File: config.mk
export PLATFORM = sky130hd
export DESIGN_NAME = wdu_top
export DESIGN_NICKNAME = d
export VERILOG_FILES = /design/src/core/wdu_pkg.sv /design/src/core/wdu_sync.sv /design/src/core/wdu_prescaler.sv /design/src/core/wdu_top.sv
export SDC_FILE = /design/constraint.sdc
export NUM_CORES = 1
export LEC_CHECK = 0
export BUFFER_PORTS_ARGS = -buffer_cell sky130_fd_sc_hd__buf_2
export CAP_MARGIN = 20
export CELL_PAD_IN_SITES_DETAIL_PLACEMENT = 1
export CELL_PAD_IN_SITES_GLOBAL_PLACEMENT = 1
export CORE_AREA = 4 4 98 100
export CTS_BUF_LIST = sky130_fd_sc_hd__clkbuf_4 sky130_fd_sc_hd__clkbuf_8
export DETAILED_ROUTE_END_ITERATION = 10
export DIE_AREA = 0 0 102 104
export PLACE_DENSITY = 0.92
export SLEW_MARGIN = 20
export SYNTH_ARGS = -nofsm -noshare
export SYNTH_HDL_FRONTEND = slang
export SYNTH_HIERARCHICAL = 1
export SYNTH_SLANG_ARGS = --single-unit
File: constraint.sdc
create_clock -name pclk -period 5.8 [get_ports pclk]
set_clock_uncertainty 0.2 [all_clocks]
set_input_delay 0.29 -clock pclk [delete_from_list [all_inputs] [get_ports pclk]]
set_output_delay 0.29 -clock pclk [all_outputs]
set_load 0.03 [all_outputs]
File: src/core/wdu_pkg.sv
// shared constants and types for the watchdog timer unit
package wdu_pkg;
    // register byte offsets
    localparam logic [7:0] ADDR_CONTROL = 8'h00;
    localparam logic [7:0] ADDR_STATUS = 8'h04;
    localparam logic [7:0] ADDR_CONFIG = 8'h08;
    localparam logic [7:0] ADDR_FLAGS_CLR = 8'h0c;
    // control register layout
    localparam int CTRL_EN_BIT = 0;
    localparam int CTRL_PS_LSB = 1;
    localparam int CTRL_PS_MSB = 5;
    localparam logic [7:0] CTRL_RESET = 8'h16;
    localparam logic [7:0] CTRL_MASK = 8'h3f;
    // status word bit positions
    localparam int ST_TO_BIT = 0;
    localparam int ST_PD_BIT = 1;
    localparam int ST_WATCHDOG_RESET_FLAG_N_BIT = 2;
    localparam int ST_ACTIVE_BIT = 3;
    localparam int ST_SLEEP_BIT = 4;
    // period coding
    localparam logic [4:0] PS_MAX_CODE = 5'h12;
    localparam int PS_BASE_SHIFT = 5;
    localparam int CNT_W = 24;
    // nominal oscillator rates
    localparam int LFOSC_HZ = 31000;
    localparam int BASE_INTERVAL_US = 1000;
    localparam int PCLK_HZ = 25000000;
    // operating modes
    localparam logic [1:0] MODE_OFF = 2'h0;
    localparam logic [1:0] MODE_SOFT = 2'h1;
    localparam logic [1:0] MODE_AWAKE = 2'h2;
    localparam logic [1:0] MODE_ON = 2'h3;
    // system clock source kinds
    typedef enum logic [2:0] {
        CLK_LOW_SPEED_CRYSTAL,
        CLK_HIGH_SPEED_CRYSTAL,
        CLK_LOW_POWER_CRYSTAL,
        CLK_OTHER
    } wdu_clksrc_t;
    // power and core events
    typedef struct packed {
        logic clear_watchdog_instruction;
        logic sleep_enter;
        logic sleep_wake;
        logic osc_fail;
        logic startup_delay_busy;
    } wdu_events_t;
    // status flags
    typedef struct packed {
        logic timeout_flag_n;
        logic powerdown_flag_n;
        logic watchdog_reset_flag_n;
    } wdu_flags_t;
endpackage

File: src/core/wdu_sync.sv
// three-flop synchroniser with agreement on the last two stages
`timescale 1ns/1ps
module wdu_sync (
    input wire logic pclk,
    input wire logic presetn,
    input wire logic clk_en,
    input wire logic async_in,
    output logic sync_out
);
    logic s1_q;
    logic s2_q;
    logic s3_q;

    // first stage only feeds the second; output moves when 2 and 3 agree
    always_ff @(posedge pclk or negedge presetn) begin
        if (!presetn) begin
            s1_q <= 1'b0;
            s2_q <= 1'b0;
            s3_q <= 1'b0;
            sync_out <= 1'b0;
        end else if (clk_en) begin
            s1_q <= async_in;
            s2_q <= s1_q;
            s3_q <= s2_q;
            if (s2_q == s3_q) begin
                sync_out <= s3_q;
            end
        end
    end
endmodule

File: src/core/wdu_prescaler.sv
// oscillator-edge counter and period-code decode
`timescale 1ns/1ps
module wdu_prescaler (
    input wire logic pclk,
    input wire logic presetn,
    input wire logic clk_en,
    input wire logic clear,
    input wire logic tick,
    input wire logic [4:0] period_code,
    output logic expired
);
    logic [wdu_pkg::CNT_W-1:0] count_q;
    logic [wdu_pkg::CNT_W-1:0] limit;

    // codes above the top step fall back to the shortest 1:32 interval
    function automatic logic [wdu_pkg::CNT_W-1:0] limit_of(
        input logic [4:0] code
    );
        logic [4:0] c;
        c = (code > wdu_pkg::PS_MAX_CODE) ? 5'h00 : code;
        // 2^(n+5) oscillator cycles, last count value is that minus one
        limit_of = (wdu_pkg::CNT_W'(1) << (c + 5'(wdu_pkg::PS_BASE_SHIFT)))
            - wdu_pkg::CNT_W'(1);
    endfunction

    assign limit = limit_of(period_code);

    // counter is cleared whole so no partial interval survives a clear
    always_ff @(posedge pclk or negedge presetn) begin
        if (!presetn) begin
            count_q <= '0;
            expired <= 1'b0;
        end else if (clk_en) begin
            expired <= 1'b0;
            if (clear) begin
                count_q <= '0;
            end else if (tick) begin
                if (count_q >= limit) begin
                    count_q <= '0;
                    expired <= 1'b1;
                end else begin
                    count_q <= count_q + wdu_pkg::CNT_W'(1);
                end
            end
        end
    end
endmodule

File: src/core/wdu_top.sv
// watchdog timer unit with apb control and status registers
//
// The register addresses and the APB register port were chosen for this implementation.
`timescale 1ns/1ps
module wdu_top (
    input wire logic pclk,
    input wire logic presetn,
    input wire logic clk_en,
    input wire logic psel,
    input wire logic penable,
    input wire logic pwrite,
    input wire logic [7:0] paddr,
    input wire logic [31:0] pwdata,
    output logic [31:0] prdata,
    output logic pready,
    output logic pslverr,
    input wire logic lf_osc,
    input wire logic [1:0] watchdog_mode_config,
    input wire wdu_pkg::wdu_clksrc_t clk_source,
    input wire wdu_pkg::wdu_events_t events,
    input wire logic [3:0] intosc_freq_select,
    input wire logic in_sleep,
    output logic system_reset,
    output logic sleep_wakeup,
    output wdu_pkg::wdu_flags_t flags
);
    logic osc_s;
    logic osc_prev_q;
    logic osc_tick;
    logic [7:0] ctrl_q;
    logic active;
    logic crystal_src;
    logic hold_startup_q;
    logic clear_all;
    logic expired;
    logic wr_en;
    logic flags_clr;
    logic to_q;
    logic pd_q;
    logic watchdog_reset_flag_n_q;
    logic unmapped;
    logic [31:0] rd_word;
    logic [4:0] period_code;
    logic soft_en;

    // oscillator arrives from its own domain, so it is resampled here
    wdu_sync u_osc_sync (
        .pclk(pclk),
        .presetn(presetn),
        .clk_en(clk_en),
        .async_in(lf_osc),
        .sync_out(osc_s)
    );

    // rising edge of the resampled oscillator marks one time-base tick
    always_ff @(posedge pclk or negedge presetn) begin
        if (!presetn) begin
            osc_prev_q <= 1'b0;
        end else if (clk_en) begin
            osc_prev_q <= osc_s;
        end
    end
    assign osc_tick = osc_s & ~osc_prev_q;

    // divider select is accepted but deliberately not wired to the count
    logic unused_intosc_freq_select;
    assign unused_intosc_freq_select = ^intosc_freq_select;

    assign period_code = ctrl_q[wdu_pkg::CTRL_PS_MSB:wdu_pkg::CTRL_PS_LSB];
    assign soft_en = ctrl_q[wdu_pkg::CTRL_EN_BIT];

    // mode table decode
    always_comb begin
        unique case (watchdog_mode_config)
            wdu_pkg::MODE_ON: active = 1'b1;
            wdu_pkg::MODE_AWAKE: active = ~in_sleep;
            wdu_pkg::MODE_SOFT: active = soft_en;
            wdu_pkg::MODE_OFF: active = 1'b0;
        endcase
    end

    assign crystal_src = (clk_source == wdu_pkg::CLK_LOW_SPEED_CRYSTAL)
        || (clk_source == wdu_pkg::CLK_HIGH_SPEED_CRYSTAL)
        || (clk_source == wdu_pkg::CLK_LOW_POWER_CRYSTAL);

    // after a crystal wake the counter stays clear until startup is done
    always_ff @(posedge pclk or negedge presetn) begin
        if (!presetn) begin
            hold_startup_q <= 1'b0;
        end else if (clk_en) begin
            if (events.sleep_wake && crystal_src) begin
                hold_startup_q <= 1'b1;
            end else if (!events.startup_delay_busy) begin
                hold_startup_q <= 1'b0;
            end
        end
    end

    // every clearing condition folds into one strobe for the prescaler
    assign clear_all = ~active
        | events.clear_watchdog_instruction
        | events.sleep_enter
        | events.sleep_wake
        | events.osc_fail
        | events.startup_delay_busy
        | hold_startup_q;

    wdu_prescaler u_prescaler (
        .pclk(pclk),
        .presetn(presetn),
        .clk_en(clk_en),
        .clear(clear_all),
        .tick(osc_tick),
        .period_code(period_code),
        .expired(expired)
    );

    // time-out splits into reset when awake and wake-up when asleep
    always_ff @(posedge pclk or negedge presetn) begin
        if (!presetn) begin
            system_reset <= 1'b0;
            sleep_wakeup <= 1'b0;
        end else if (clk_en) begin
            system_reset <= expired & ~in_sleep;
            sleep_wakeup <= expired & in_sleep;
        end
    end

    // apb decode; zero-wait slave, access phase completes at once
    assign pready = 1'b1;
    assign wr_en = psel & penable & pwrite;
    assign unmapped = (paddr != wdu_pkg::ADDR_CONTROL)
        && (paddr != wdu_pkg::ADDR_STATUS)
        && (paddr != wdu_pkg::ADDR_CONFIG)
        && (paddr != wdu_pkg::ADDR_FLAGS_CLR);
    assign pslverr = psel & penable & unmapped;
    assign flags_clr = wr_en && (paddr == wdu_pkg::ADDR_FLAGS_CLR)
        && pwdata[wdu_pkg::ST_WATCHDOG_RESET_FLAG_N_BIT];

    // control register holds period select and soft enable
    always_ff @(posedge pclk or negedge presetn) begin
        if (!presetn) begin
            ctrl_q <= wdu_pkg::CTRL_RESET;
        end else if (clk_en) begin
            if (wr_en && paddr == wdu_pkg::ADDR_CONTROL) begin
                ctrl_q <= pwdata[7:0] & wdu_pkg::CTRL_MASK;
            end
        end
    end

    // status flags, active low, all set high by reset
    always_ff @(posedge pclk or negedge presetn) begin
        if (!presetn) begin
            to_q <= 1'b1;
            pd_q <= 1'b1;
        end else if (clk_en) begin
            if (expired) begin
                to_q <= 1'b0;
                pd_q <= ~in_sleep;
            end else if (events.sleep_enter) begin
                to_q <= 1'b1;
                pd_q <= 1'b0;
            end else if (events.clear_watchdog_instruction) begin
                to_q <= 1'b1;
                pd_q <= 1'b1;
            end
        end
    end

    // reset cause flag; an awake time-out in the same cycle beats the clear
    always_ff @(posedge pclk or negedge presetn) begin
        if (!presetn) begin
            watchdog_reset_flag_n_q <= 1'b1;
        end else if (clk_en) begin
            if (expired && !in_sleep) begin
                watchdog_reset_flag_n_q <= 1'b0;
            end else if (flags_clr) begin
                watchdog_reset_flag_n_q <= 1'b1;
            end
        end
    end

    // one driver for the whole flag word keeps the struct single-sourced
    assign flags = '{timeout_flag_n: to_q, powerdown_flag_n: pd_q,
        watchdog_reset_flag_n: watchdog_reset_flag_n_q};

    // read mux
    always_comb begin
        rd_word = '0;
        unique case (paddr)
            wdu_pkg::ADDR_CONTROL: rd_word[7:0] = ctrl_q;
            wdu_pkg::ADDR_STATUS: begin
                rd_word[wdu_pkg::ST_TO_BIT] = flags.timeout_flag_n;
                rd_word[wdu_pkg::ST_PD_BIT] = flags.powerdown_flag_n;
                rd_word[wdu_pkg::ST_WATCHDOG_RESET_FLAG_N_BIT] = flags.watchdog_reset_flag_n;
                rd_word[wdu_pkg::ST_ACTIVE_BIT] = active;
                rd_word[wdu_pkg::ST_SLEEP_BIT] = in_sleep;
            end
            wdu_pkg::ADDR_CONFIG: rd_word[1:0] = watchdog_mode_config;
            default: rd_word = '0;
        endcase
    end

    // read data registered at the edge that ends the setup phase
    always_ff @(posedge pclk or negedge presetn) begin
        if (!presetn) begin
            prdata <= '0;
        end else if (clk_en && psel && !penable && !pwrite) begin
            prdata <= rd_word;
        end
    end
endmodule

==> impl_metrics.yaml, run 1 <==
global_routing:
  globalRouteTotalUtil_pct: 20.2
  maximum_number_of_pins_on_one_net_before_global_route_repair: 49
  antenna_found_initial: 0
  grt_pass1_vias: 3566
  grt-ovfl-total: 0
  grt_first_pass_wirelength_mm: 17.5
cts:
  h-tree-depth: 2
  post-cts-setup-buffers: 0
  cts_tree: "built"
  clock-sinks: 48
  cts-resized-gates: 0
  cts_made_buffers: 5
  ctsHoldBuffers: 3
  cts.reportedPaths.clkPinSlew_ns: 0.10
  cts_buffer_depth: 2
  ctsRootBufferMaster: "sky130_fd_sc_hd__clkbuf_8"
  insertion_delay_ns: 0.31
critical_path:
  r2r-start: "ctrl_q[3]"
  rr_worst_depth: 12
  worstReg2RegEnd: "u_prescaler/count_q[16]"
  setup.worst_path.start_class: "flop"
  crit_end: "u_prescaler/count_q[16]"
  reg2reg_setup_slack_ns: 1.88
  cp_max_fo: 44
  setup.worst_path.end_class: "flop"
  critPathLaunch: "ctrl_q[3]"
  setup.worst_path.class: "reg2reg"
  cp_data_required_time_ns: 5.83
  cp_data_arrival_time_ns: 3.95
routing:
  vias: 3361
  drtPass1Iterations: 4
  drc: 0
  ant_nets: 0
  drt-wirelength-per-cell_um: 18.6
  drt-vias-per-instance: 5.94
  drt_first_iter_violations: 139
  routed_wl_mm: 10.5
sta:
  finalSetupViolations: 0
  achievable-frequency_ghz: 0.255
  hold_slack_ns: 0.0266
  timing.final.crit_share_pct: 67.6
  rsz_0062_raised_after_global_routing: "no"
  final-max-slew-violation-count: 0
  worst-slew-pin-transition_ns: 0.820
  fin_crit_ns: 3.92
  worst_slew_margin_rel_pct: 44.9
  setup_total_negative_slack_ns: 0
  final-hold-violation-count: 0
floorplan:
  placementRows: 34
  floorplan.die.width_um: 102
  io_pins: 101
  total_die_area_um2: 10600
  start_util_pct: 42.2
  fp.coreArea_um2: 8680
  die_height_um: 104
layout:
  area_growth_syn_to_layout_pct: 8.91
  final.fill_count: 1051
  registers.top_by_ff_count: "u_prescaler/count_q"
  post_route_cells_drive_above_1_share_pct: 18.6
  nNetsFinal: 545
  largest_reg_flops: 24
  mostFrequentLayoutCell: "sky130_fd_sc_hd__buf_2"
  final_area_um2: 3990
  layout_common_cells: "sky130_fd_sc_hd__buf_2, sky130_fd_sc_hd__dfrtp_1, sky130_fd_sc_hd__nand2_1, sky130_fd_sc_hd__conb_1, sky130_fd_sc_hd__nor2_1"
  n_diodes: 0
  largestRegisters: "u_prescaler/count_q: 24 flops, ctrl_q: 6 flops, prdata: 6 flops"
yosys:
  netlist-cell-type-count: 61
  syn_area_per_cell_um2: 8.73
  synth.ff_latch_count: 48
  yosysWarningCount: 6
  postSynth.asyncResetShare_pct: 100
  sequential_fraction_of_the_synthesis_area_pct: 33.0
  synth_area_um2: 3660
  synthesis.instances: 420
  synth_flop_cell: "sky130_fd_sc_hd__dfrtp_1"
  synth_edf_count: 0
place:
  post-dp-hpwl_mm: 7.61
  place.port_buffers: 43
  gp_congestion: 0.876
  placement.cell_area_um2: 3820
pwr:
  vdd.ir_drop.worst_mv: 0.123
  pwr_density_cell_nw_per_um2: 190
  p_leak_nw: 1.87
run:
  cap_viol_max_count: 0
min_path:
  min_path_type: "in2reg"
run_status:
  outcome: "complete, no violations"
## synthesized netlist by cell type (7+ instances only)
cell | n | area (um^2)
sky130_fd_sc_hd__a21oi_1 | 24 | 120
sky130_fd_sc_hd__a31oi_1 | 17 | 106
sky130_fd_sc_hd__and3_1 | 8 | 50.1
sky130_fd_sc_hd__buf_4 | 30 | 225
sky130_fd_sc_hd__clkbuf_1 | 9 | 33.8
sky130_fd_sc_hd__dfrtp_1 | 42 | 1050
sky130_fd_sc_hd__ha_1 | 26 | 325
sky130_fd_sc_hd__inv_1 | 18 | 67.6
sky130_fd_sc_hd__mux2_2 | 11 | 124
sky130_fd_sc_hd__mux2i_1 | 7 | 70.1
sky130_fd_sc_hd__nand2_1 | 41 | 154
sky130_fd_sc_hd__nand3_1 | 23 | 115
sky130_fd_sc_hd__nand4_1 | 9 | 56.3
sky130_fd_sc_hd__nor2_1 | 30 | 113
sky130_fd_sc_hd__nor3_1 | 12 | 60.1
sky130_fd_sc_hd__o21ai_0 | 15 | 75.1
## cell families (layout without fill, tap and decap cells)
| kind of cell | after synthesis | count (layout) | synth area share, % |
|---|---|---|---|
| AOI/OAI and AO/OA | 105 | 105 | 19.7 |
| and+or+nand+nor | 152 | 152 | 21.9 |
| muxes | 18 | 18 | 5.29 |
| DFF | 48 | 48 | 33.0 |
| other | 4 | 32 | 0.410 |
| adders and majority gates | 26 | 26 | 8.88 |
| buffers and inverters | 65 | 75 | 10.4 |
| xor gates and xnor gates | 2 | 2 | 0.478 |
## stage by stage
step | std cells | total power [mW] | utilization, % | setup slack [ns]
finish | 566 | 0.758 | 46.0 | 1.88
detailed placement | 555 | 0.461 | 44.1 | 2.01
CTS | 566 | 0.762 | 46.0 | 1.95
global placement | 555 | 0.455 | 44.1 | 2.24
global route | 566 | 0.790 | 46.0 | 1.68
floorplan | 448 | 0.441 | - | 2.59
## worst max-delay path, stage by stage (launching register included)
cell	delay, ns
sky130_fd_sc_hd__dfrtp_1	0.56
sky130_fd_sc_hd__nor2_1	0.37
sky130_fd_sc_hd__nand2_1	0.16
sky130_fd_sc_hd__nand2_1	0.18
sky130_fd_sc_hd__o21ai_0	0.16
sky130_fd_sc_hd__ha_1	0.36
sky130_fd_sc_hd__a211oi_2	0.20
sky130_fd_sc_hd__o211ai_1	0.12
sky130_fd_sc_hd__o211a_1	0.31
sky130_fd_sc_hd__nor4_4	0.30
sky130_fd_sc_hd__buf_4	0.43
sky130_fd_sc_hd__or2b_1	0.27
sky130_fd_sc_hd__a31oi_1	0.18
## routing by layer
layer,vias to the layer above,share of wire [%],GRT usage [%]
met5,-,0,0
met4,0,3.6,9.28
met3,38,4.4,3.09
met2,107,52,35.2
met1,1675,40,23.9
li1,1541,-,-
## worst min-delay path by stage
| stage | from | to | cells after the start |
|---|---|---|---|
| CTS | pwdata[0] | ctrl_q[0] | 2 |
| global route | pwdata[0] | ctrl_q[0] | 2 |
| global placement | presetn | prdata[5] | 2 |
| floorplan | presetn | ctrl_q[0] | 0 |
| detailed placement | presetn | prdata[2] | 2 |
| finish | pwdata[0] | ctrl_q[0] | 2 |
## area by class of cell
class                      count  area (um^2)  share of cell area (%)
clock buffer                   5         68.8                    1.72
inverter                      19         71.3                    1.79
sequential                    48         1210                    30.3
timing repair buffer          48          260                    6.52
tap                          108          135                    3.39
clock inverter                 3         68.8                    1.72
multi-input combinational    335         2180                    54.6
## report_power, final
| group | switching [mW] | internal, mW | leakage, nW |
|---|---|---|---|
| registers | 0.00862 | 0.346 | 0.635 |
| logic | 0.0705 | 0.0331 | 1.16 |
| clock network | 0.126 | 0.174 | 0.0687 |
Note: power is estimated with default switching activity, not from simulation.
==> run 2: changes to the inputs <==
CORE_AREA = 4 4 101 103   (was 4 4 98 100)
DIE_AREA = 0 0 105 107   (was 0 0 102 104)
PLACE_DENSITY = 0.87   (was 0.92)
clock period = 4.05 ns   (was 5.8 ns; I/O delays follow)
==> run 2 against run 1 <==
Against the previous run:
- setup slack worse by 1.4 ns
- sequential share of layout area fell by 0.45 points
- fmax up 8.7%
- wire length shrank 0.94%
- die area up 5.9%
- critical endpoint is now u_prescaler/count_q[3]
==> impl_metrics.yaml, run 2 (synthesis gave the netlist of run 1 again) <==
run_status:
  outcome: "complete, no violations"
critical_path:
  crit_end: "u_prescaler/count_q[3]"
  reg2reg_setup_slack_ns: 0.44
  cp_max_fo: 44
  cp_data_required_time_ns: 4.08
  r2r-start: "ctrl_q[2]"
  worstReg2RegEnd: "u_prescaler/count_q[3]"
  critPathLaunch: "ctrl_q[2]"
  cpPeakStageDelay_ns: 0.71
  critical_path.n_buffers_inverters: 1
  rr_worst_depth: 13
  setup.worst_path.class: "reg2reg"
  path_delay_family: "simple AND/OR/NAND/NOR gates"
  crit_path_frequent_cell: "sky130_fd_sc_hd__nand3_1"
  setup.worst_path.start_class: "flop"
  count_of_cell_instances_traversed_by_the_critical_path: 13
  critical-path-slowest-cell: "sky130_fd_sc_hd__dfstp_2"
  path_cells: "and2_1 -> nor2_1 -> nand3_1 -> o21ai_0 -> a22oi_1 -> ha_1 -> nand3_1 -> o221ai_1 -> a31o_2 -> nor4_4 -> buf_12 -> or2b_1 -> a31oi_1"
  cp_data_arrival_time_ns: 3.64
  setup.worst_path.end_class: "flop"
floorplan:
  placementRows: 35
  fp.coreArea_um2: 9200
  total_die_area_um2: 11200
  io_pins: 101
  start_util_pct: 39.9
  floorplan.die.width_um: 105
  die_height_um: 107
sta:
  fin_crit_ns: 3.61
  worst-slew-pin-transition_ns: 0.686
  timing.final.crit_share_pct: 89.0
  final-hold-violation-count: 0
  finalSetupViolations: 0
  final-max-slew-violation-count: 0
  rsz_0062_raised_after_global_routing: "no"
  setup_total_negative_slack_ns: 0
  worst_slew_margin_rel_pct: 54.0
  achievable-frequency_ghz: 0.277
routing:
  drt_first_iter_violations: 227
  drtPass1Iterations: 4
  ant_nets: 0
  routed_wl_mm: 10.4
  vias: 3293
  drc: 0
  drt-wirelength-per-cell_um: 18.1
  drt-vias-per-instance: 5.71
min_path:
  min_path_type: "in2reg"
pwr:
  vdd.ir_drop.worst_mv: 0.122
  post-layout-total-power_uw: 987
  pwr_density_cell_nw_per_um2: 244
  p_leak_nw: 1.89
cts:
  clock-sinks: 48
  post-cts-setup-buffers: 0
  cts-resized-gates: 0
  ctsHoldBuffers: 11
  insertion_delay_ns: 0.31
  h-tree-depth: 2
  cts_buffer_depth: 2
  ctsRootBufferMaster: "sky130_fd_sc_hd__clkbuf_8"
  cts_made_buffers: 5
  cts_tree: "built"
  cts.reportedPaths.clkPinSlew_ns: 0.09
layout:
  final.fill_count: 1104
  post_route_cells_drive_above_1_share_pct: 18.2
  n_diodes: 0
  largest_reg_flops: 24
  layout_common_cells: "sky130_fd_sc_hd__dfrtp_1, sky130_fd_sc_hd__buf_2, sky130_fd_sc_hd__nand2_1, sky130_fd_sc_hd__conb_1, sky130_fd_sc_hd__nor2_1"
  nNetsFinal: 553
  registers.top_by_ff_count: "u_prescaler/count_q"
  final_cells: 577
  area_growth_syn_to_layout_pct: 10.5
  largestRegisters: "u_prescaler/count_q: 24 flops, ctrl_q: 6 flops, prdata: 6 flops"
  post_route_core_utilization_pct: 44.1
run:
  cap_viol_max_count: 0
place:
  place_inst: 558
  post-dp-hpwl_mm: 7.78
  gp_congestion: 0.811
  place.port_buffers: 43
global_routing:
  grt_pass1_vias: 3505
  grt-ovfl-total: 0
  antenna_found_initial: 0
  maximum_number_of_pins_on_one_net_before_global_route_repair: 49
  globalRouteTotalUtil_pct: 19.1
  grt_first_pass_wirelength_mm: 17.5
[run 2: cell count changes in the layout (fill, tap and decap cells not counted)]
cell / before / now
sky130_fd_sc_hd__clkinv_4: 0 / 1
sky130_fd_sc_hd__clkbuf_8: 5 / 6
sky130_fd_sc_hd__dlygate4sd3_1: 3 / 11
sky130_fd_sc_hd__buf_12: 0 / 1
sky130_fd_sc_hd__bufinv_16: 2 / 0
sky130_fd_sc_hd__inv_6: 1 / 0
sky130_fd_sc_hd__clkbuf_4: 0 / 1
sky130_fd_sc_hd__buf_2: 43 / 42
[run 2: worst min-delay path by stage]
stage                     endpoint     startpoint  depth (start not counted)
finish                        pd_q      events[3]                          3
global route                  pd_q      events[3]                          3
CTS                           pd_q      events[3]                          3
detailed placement  hold_startup_q  clk_source[2]                          2
global placement    hold_startup_q  clk_source[2]                          2
floorplan                ctrl_q[0]        presetn                          0
[run 2: power breakdown]
part,switching [mW],leakage [nW],total [mW],internal [mW]
logic,0.103,1.20,0.157,0.0532
clock network,0.175,0.0519,0.322,0.147
registers,0.0124,0.635,0.508,0.496
[run 2: area by class of cell]
type	instances	area, um^2	share of cell area, %
Inverter	19	71.3	1.76
Timing Repair Buffer	56	355	8.77
Tap cell	111	139	3.43
Sequential cell	48	1210	29.8
Clock inverter	1	8.76	0.216
Clock buffer	7	90.1	2.22
Multi-Input combinational cell	335	2180	53.8
[run 2: per-stage QoR]
stage	area, um^2	hold WS, ns	setup slack [ns]
global route	4050	0.0441	0.249
finish	4050	0.0430	0.445
detailed placement	3840	0.229	0.492
global placement	3840	0.198	0.629
floorplan	3770	-0.293	0.839
CTS	4050	0.0343	0.467
[run 2: worst min-delay path, cell delays in order]
cell and delay [ns]:
sky130_fd_sc_hd__buf_2 0.09, sky130_fd_sc_hd__mux2i_1 0.06, sky130_fd_sc_hd__o22a_1 0.19
[run 2: layer usage]
metal,track usage (%),part of all wire (%)
met4,6.56,2.8
met2,37.2,54
met3,2.77,3.1
met1,20.9,40
met5,0,0
==> run 3: changes to the inputs <==
CORE_AREA = 4 4 78 134   (was 4 4 101 103)
DIE_AREA = 0 0 82 138   (was 0 0 105 107)
clock period = 3.6 ns   (was 4.05 ns; I/O delays follow)
==> run 3 against run 2 <==
Against the previous run:
- die area is 0.72% higher
- setup slack worse by 0.26 ns
- combinational power is 17% higher
- utilization is 0.91 points higher
- design area is 4.4% higher
- register-to-register slack worse by 0.26 ns
- worst hold slack worse by 0.028 ns
- sequential cell count stayed put
- global-route usage is 0.79 points higher
- clock-buffer cell count is 1 lower
- sequential power is 12% higher
- first-iteration DRC count is 43% lower
- largest cell class unchanged
==> impl_metrics.yaml, run 3 (synthesis gave the netlist of run 1 again) <==
floorplan:
  start_util_pct: 38.9
  total_die_area_um2: 11300
  fp.coreArea_um2: 9410
  floorplan.die.width_um: 82
  io_pins: 101
  placementRows: 47
  die_height_um: 138
global_routing:
  globalRouteTotalUtil_pct: 19.9
  grt-ovfl-total: 0
  antenna_found_initial: 0
  grt_first_pass_wirelength_mm: 17.5
  grt_pass1_vias: 3577
  maximum_number_of_pins_on_one_net_before_global_route_repair: 45
pwr:
  p_int_uw: 848
  seq_power_share_pct: 48.2
  total_switching_power_uw: 336
  pwr_density_cell_nw_per_um2: 280
  pwr-share-clk_pct: 36.3
  combPwrFrac_pct: 15.4
  vdd.ir_drop.worst_mv: 0.150
  p_leak_nw: 1.98
  sw_frac_of_total_pct: 28.4
sta:
  setup_total_negative_slack_ns: 0
  worst_slew_margin_rel_pct: 46.2
  hold_slack_ns: 0.0147
  fin_crit_ns: 3.42
  finalSetupViolations: 0
  final-hold-violation-count: 0
  rsz_0062_raised_after_global_routing: "no"
  timing.final.crit_share_pct: 95.0
  worst-slew-pin-transition_ns: 0.802
  achievable-frequency_ghz: 0.292
  final-max-slew-violation-count: 0
routing:
  drt-wirelength-per-cell_um: 18.5
  drc: 0
  routed_wl_mm: 11.1
  drtPass1Iterations: 4
  vias: 3411
  ant_nets: 0
  drt-vias-per-instance: 5.68
  drt_first_iter_violations: 129
place:
  post-dp-hpwl_mm: 8.07
  place.port_buffers: 43
  gp_congestion: 0.826
layout:
  nNetsFinal: 566
  n_diodes: 0
  registers.top_by_ff_count: "u_prescaler/count_q"
  multi_input_comb_area_um2: 2190
  post_route_cells_drive_above_1_share_pct: 21.3
  final-seq-area_um2: 1210
  layout_common_cells: "sky130_fd_sc_hd__buf_2, sky130_fd_sc_hd__nand2_1, sky130_fd_sc_hd__dfrtp_1, sky130_fd_sc_hd__conb_1, sky130_fd_sc_hd__nor2_1"
  largest_reg_flops: 24
  post_route_core_utilization_pct: 45.0
  area_growth_syn_to_layout_pct: 15.4
  mostFrequentLayoutCell: "sky130_fd_sc_hd__buf_2"
  final.fill_count: 1146
  largestRegisters: "u_prescaler/count_q: 24 flops, ctrl_q: 6 flops, prdata: 6 flops"
critical_path:
  setup.worst_path.start_class: "flop"
  reg2reg_setup_slack_ns: 0.18
  worstReg2RegEnd: "u_prescaler/count_q[14]"
  setup.worst_path.end_class: "flop"
  cp_data_required_time_ns: 3.64
  rr_worst_depth: 14
  cp_data_arrival_time_ns: 3.46
  setup.worst_path.class: "reg2reg"
  cp_max_fo: 11
  r2r-start: "ctrl_q[2]"
run:
  cap_viol_max_count: 0
run_status:
  outcome: "complete, no violations"
cts:
  ctsRootBufferMaster: "sky130_fd_sc_hd__clkbuf_8"
  cts_buffer_depth: 2
  cts_tree: "built"
  h-tree-depth: 2
  cts_made_buffers: 5
  cts.reportedPaths.clkPinSlew_ns: 0.10
  clock-sinks: 48
  insertion_delay_ns: 0.31
min_path:
  min_path_type: "in2reg"
  cell_depth_of_the_worst_hold_path: 3
  min-delay-start: "events[3]"
  min_to: "pd_q"
## run 3: power groups by stage
stage	combinational [mW]	clock [mW]	sequential, mW
detailed placement	0.166	0	0.581
CTS	0.177	0.442	0.571
global route	0.201	0.461	0.574
global placement	0.157	0	0.579
floorplan	0.134	0	0.577
finish	0.183	0.430	0.571
## run 3: worst max-delay path by stage
stage	from	end	slack [ns]	depth (start not counted)
floorplan	ctrl_q[1]	u_prescaler/count_q[8]	0.39	14
global placement	ctrl_q[3]	u_prescaler/count_q[16]	0.28	12
detailed placement	ctrl_q[1]	u_prescaler/count_q[16]	0.12	13
CTS	ctrl_q[1]	u_prescaler/count_q[16]	0.10	13
global route	ctrl_q[2]	u_prescaler/count_q[16]	0.02	13
finish	ctrl_q[2]	u_prescaler/count_q[14]	0.18	14
## run 3: repair_timing
action | CTS | global route
setup buffers | 0 | 5
endpoints found under the hold margin | 30 | 0
hold buffers | 11 | 0
gates resized for setup | 0 | 4
endpoints found under the setup margin | 0 | 6
## run 3: area by class of cell
type                    instances  area share [%]
clock buffers                   6            1.95
clock inverters                 2           0.917
inverters                      19            1.69
multi-input cells             335            51.8
flip-flops and latches         48            28.6
well taps                     122            3.61
repair buffers                 69            11.5
## run 3: metrics by stage
step	area, um^2	power (mW)	instances	worst slack, ns
floorplan	3770	0.711	448	0.389
global placement	3900	0.736	575	0.278
detailed placement	3900	0.747	575	0.118
CTS	4130	1.19	594	0.100
global route	4230	1.24	601	0.0197
finish	4230	1.18	601	0.180
## run 3: critical path: stages (launching register included)
cell and delay (ns):
sky130_fd_sc_hd__dfstp_2 0.61, sky130_fd_sc_hd__and2_1 0.16, sky130_fd_sc_hd__nor2_1 0.07, sky130_fd_sc_hd__nand3_1 0.12, sky130_fd_sc_hd__o21ai_0 0.11, sky130_fd_sc_hd__a22oi_1 0.21, sky130_fd_sc_hd__ha_1 0.27, sky130_fd_sc_hd__nand3_1 0.14
sky130_fd_sc_hd__o221ai_1 0.14, sky130_fd_sc_hd__a31o_2 0.28, sky130_fd_sc_hd__nor4_4 0.39, sky130_fd_sc_hd__buf_4 0.20, sky130_fd_sc_hd__clkbuf_16 0.15, sky130_fd_sc_hd__o21ai_0 0.10, sky130_fd_sc_hd__a31oi_1 0.18
## run 3: routing by layer
metal / global-route usage, % / wire length [um] / vias to the layer above
li1: - / - / 1587
met1: 19.6 / 3930 / 1684
met2: 37.0 / 6230 / 106
met3: 2.80 / 366 / 34
met4: 11.9 / 570 / 0
met5: 0 / 0 / -
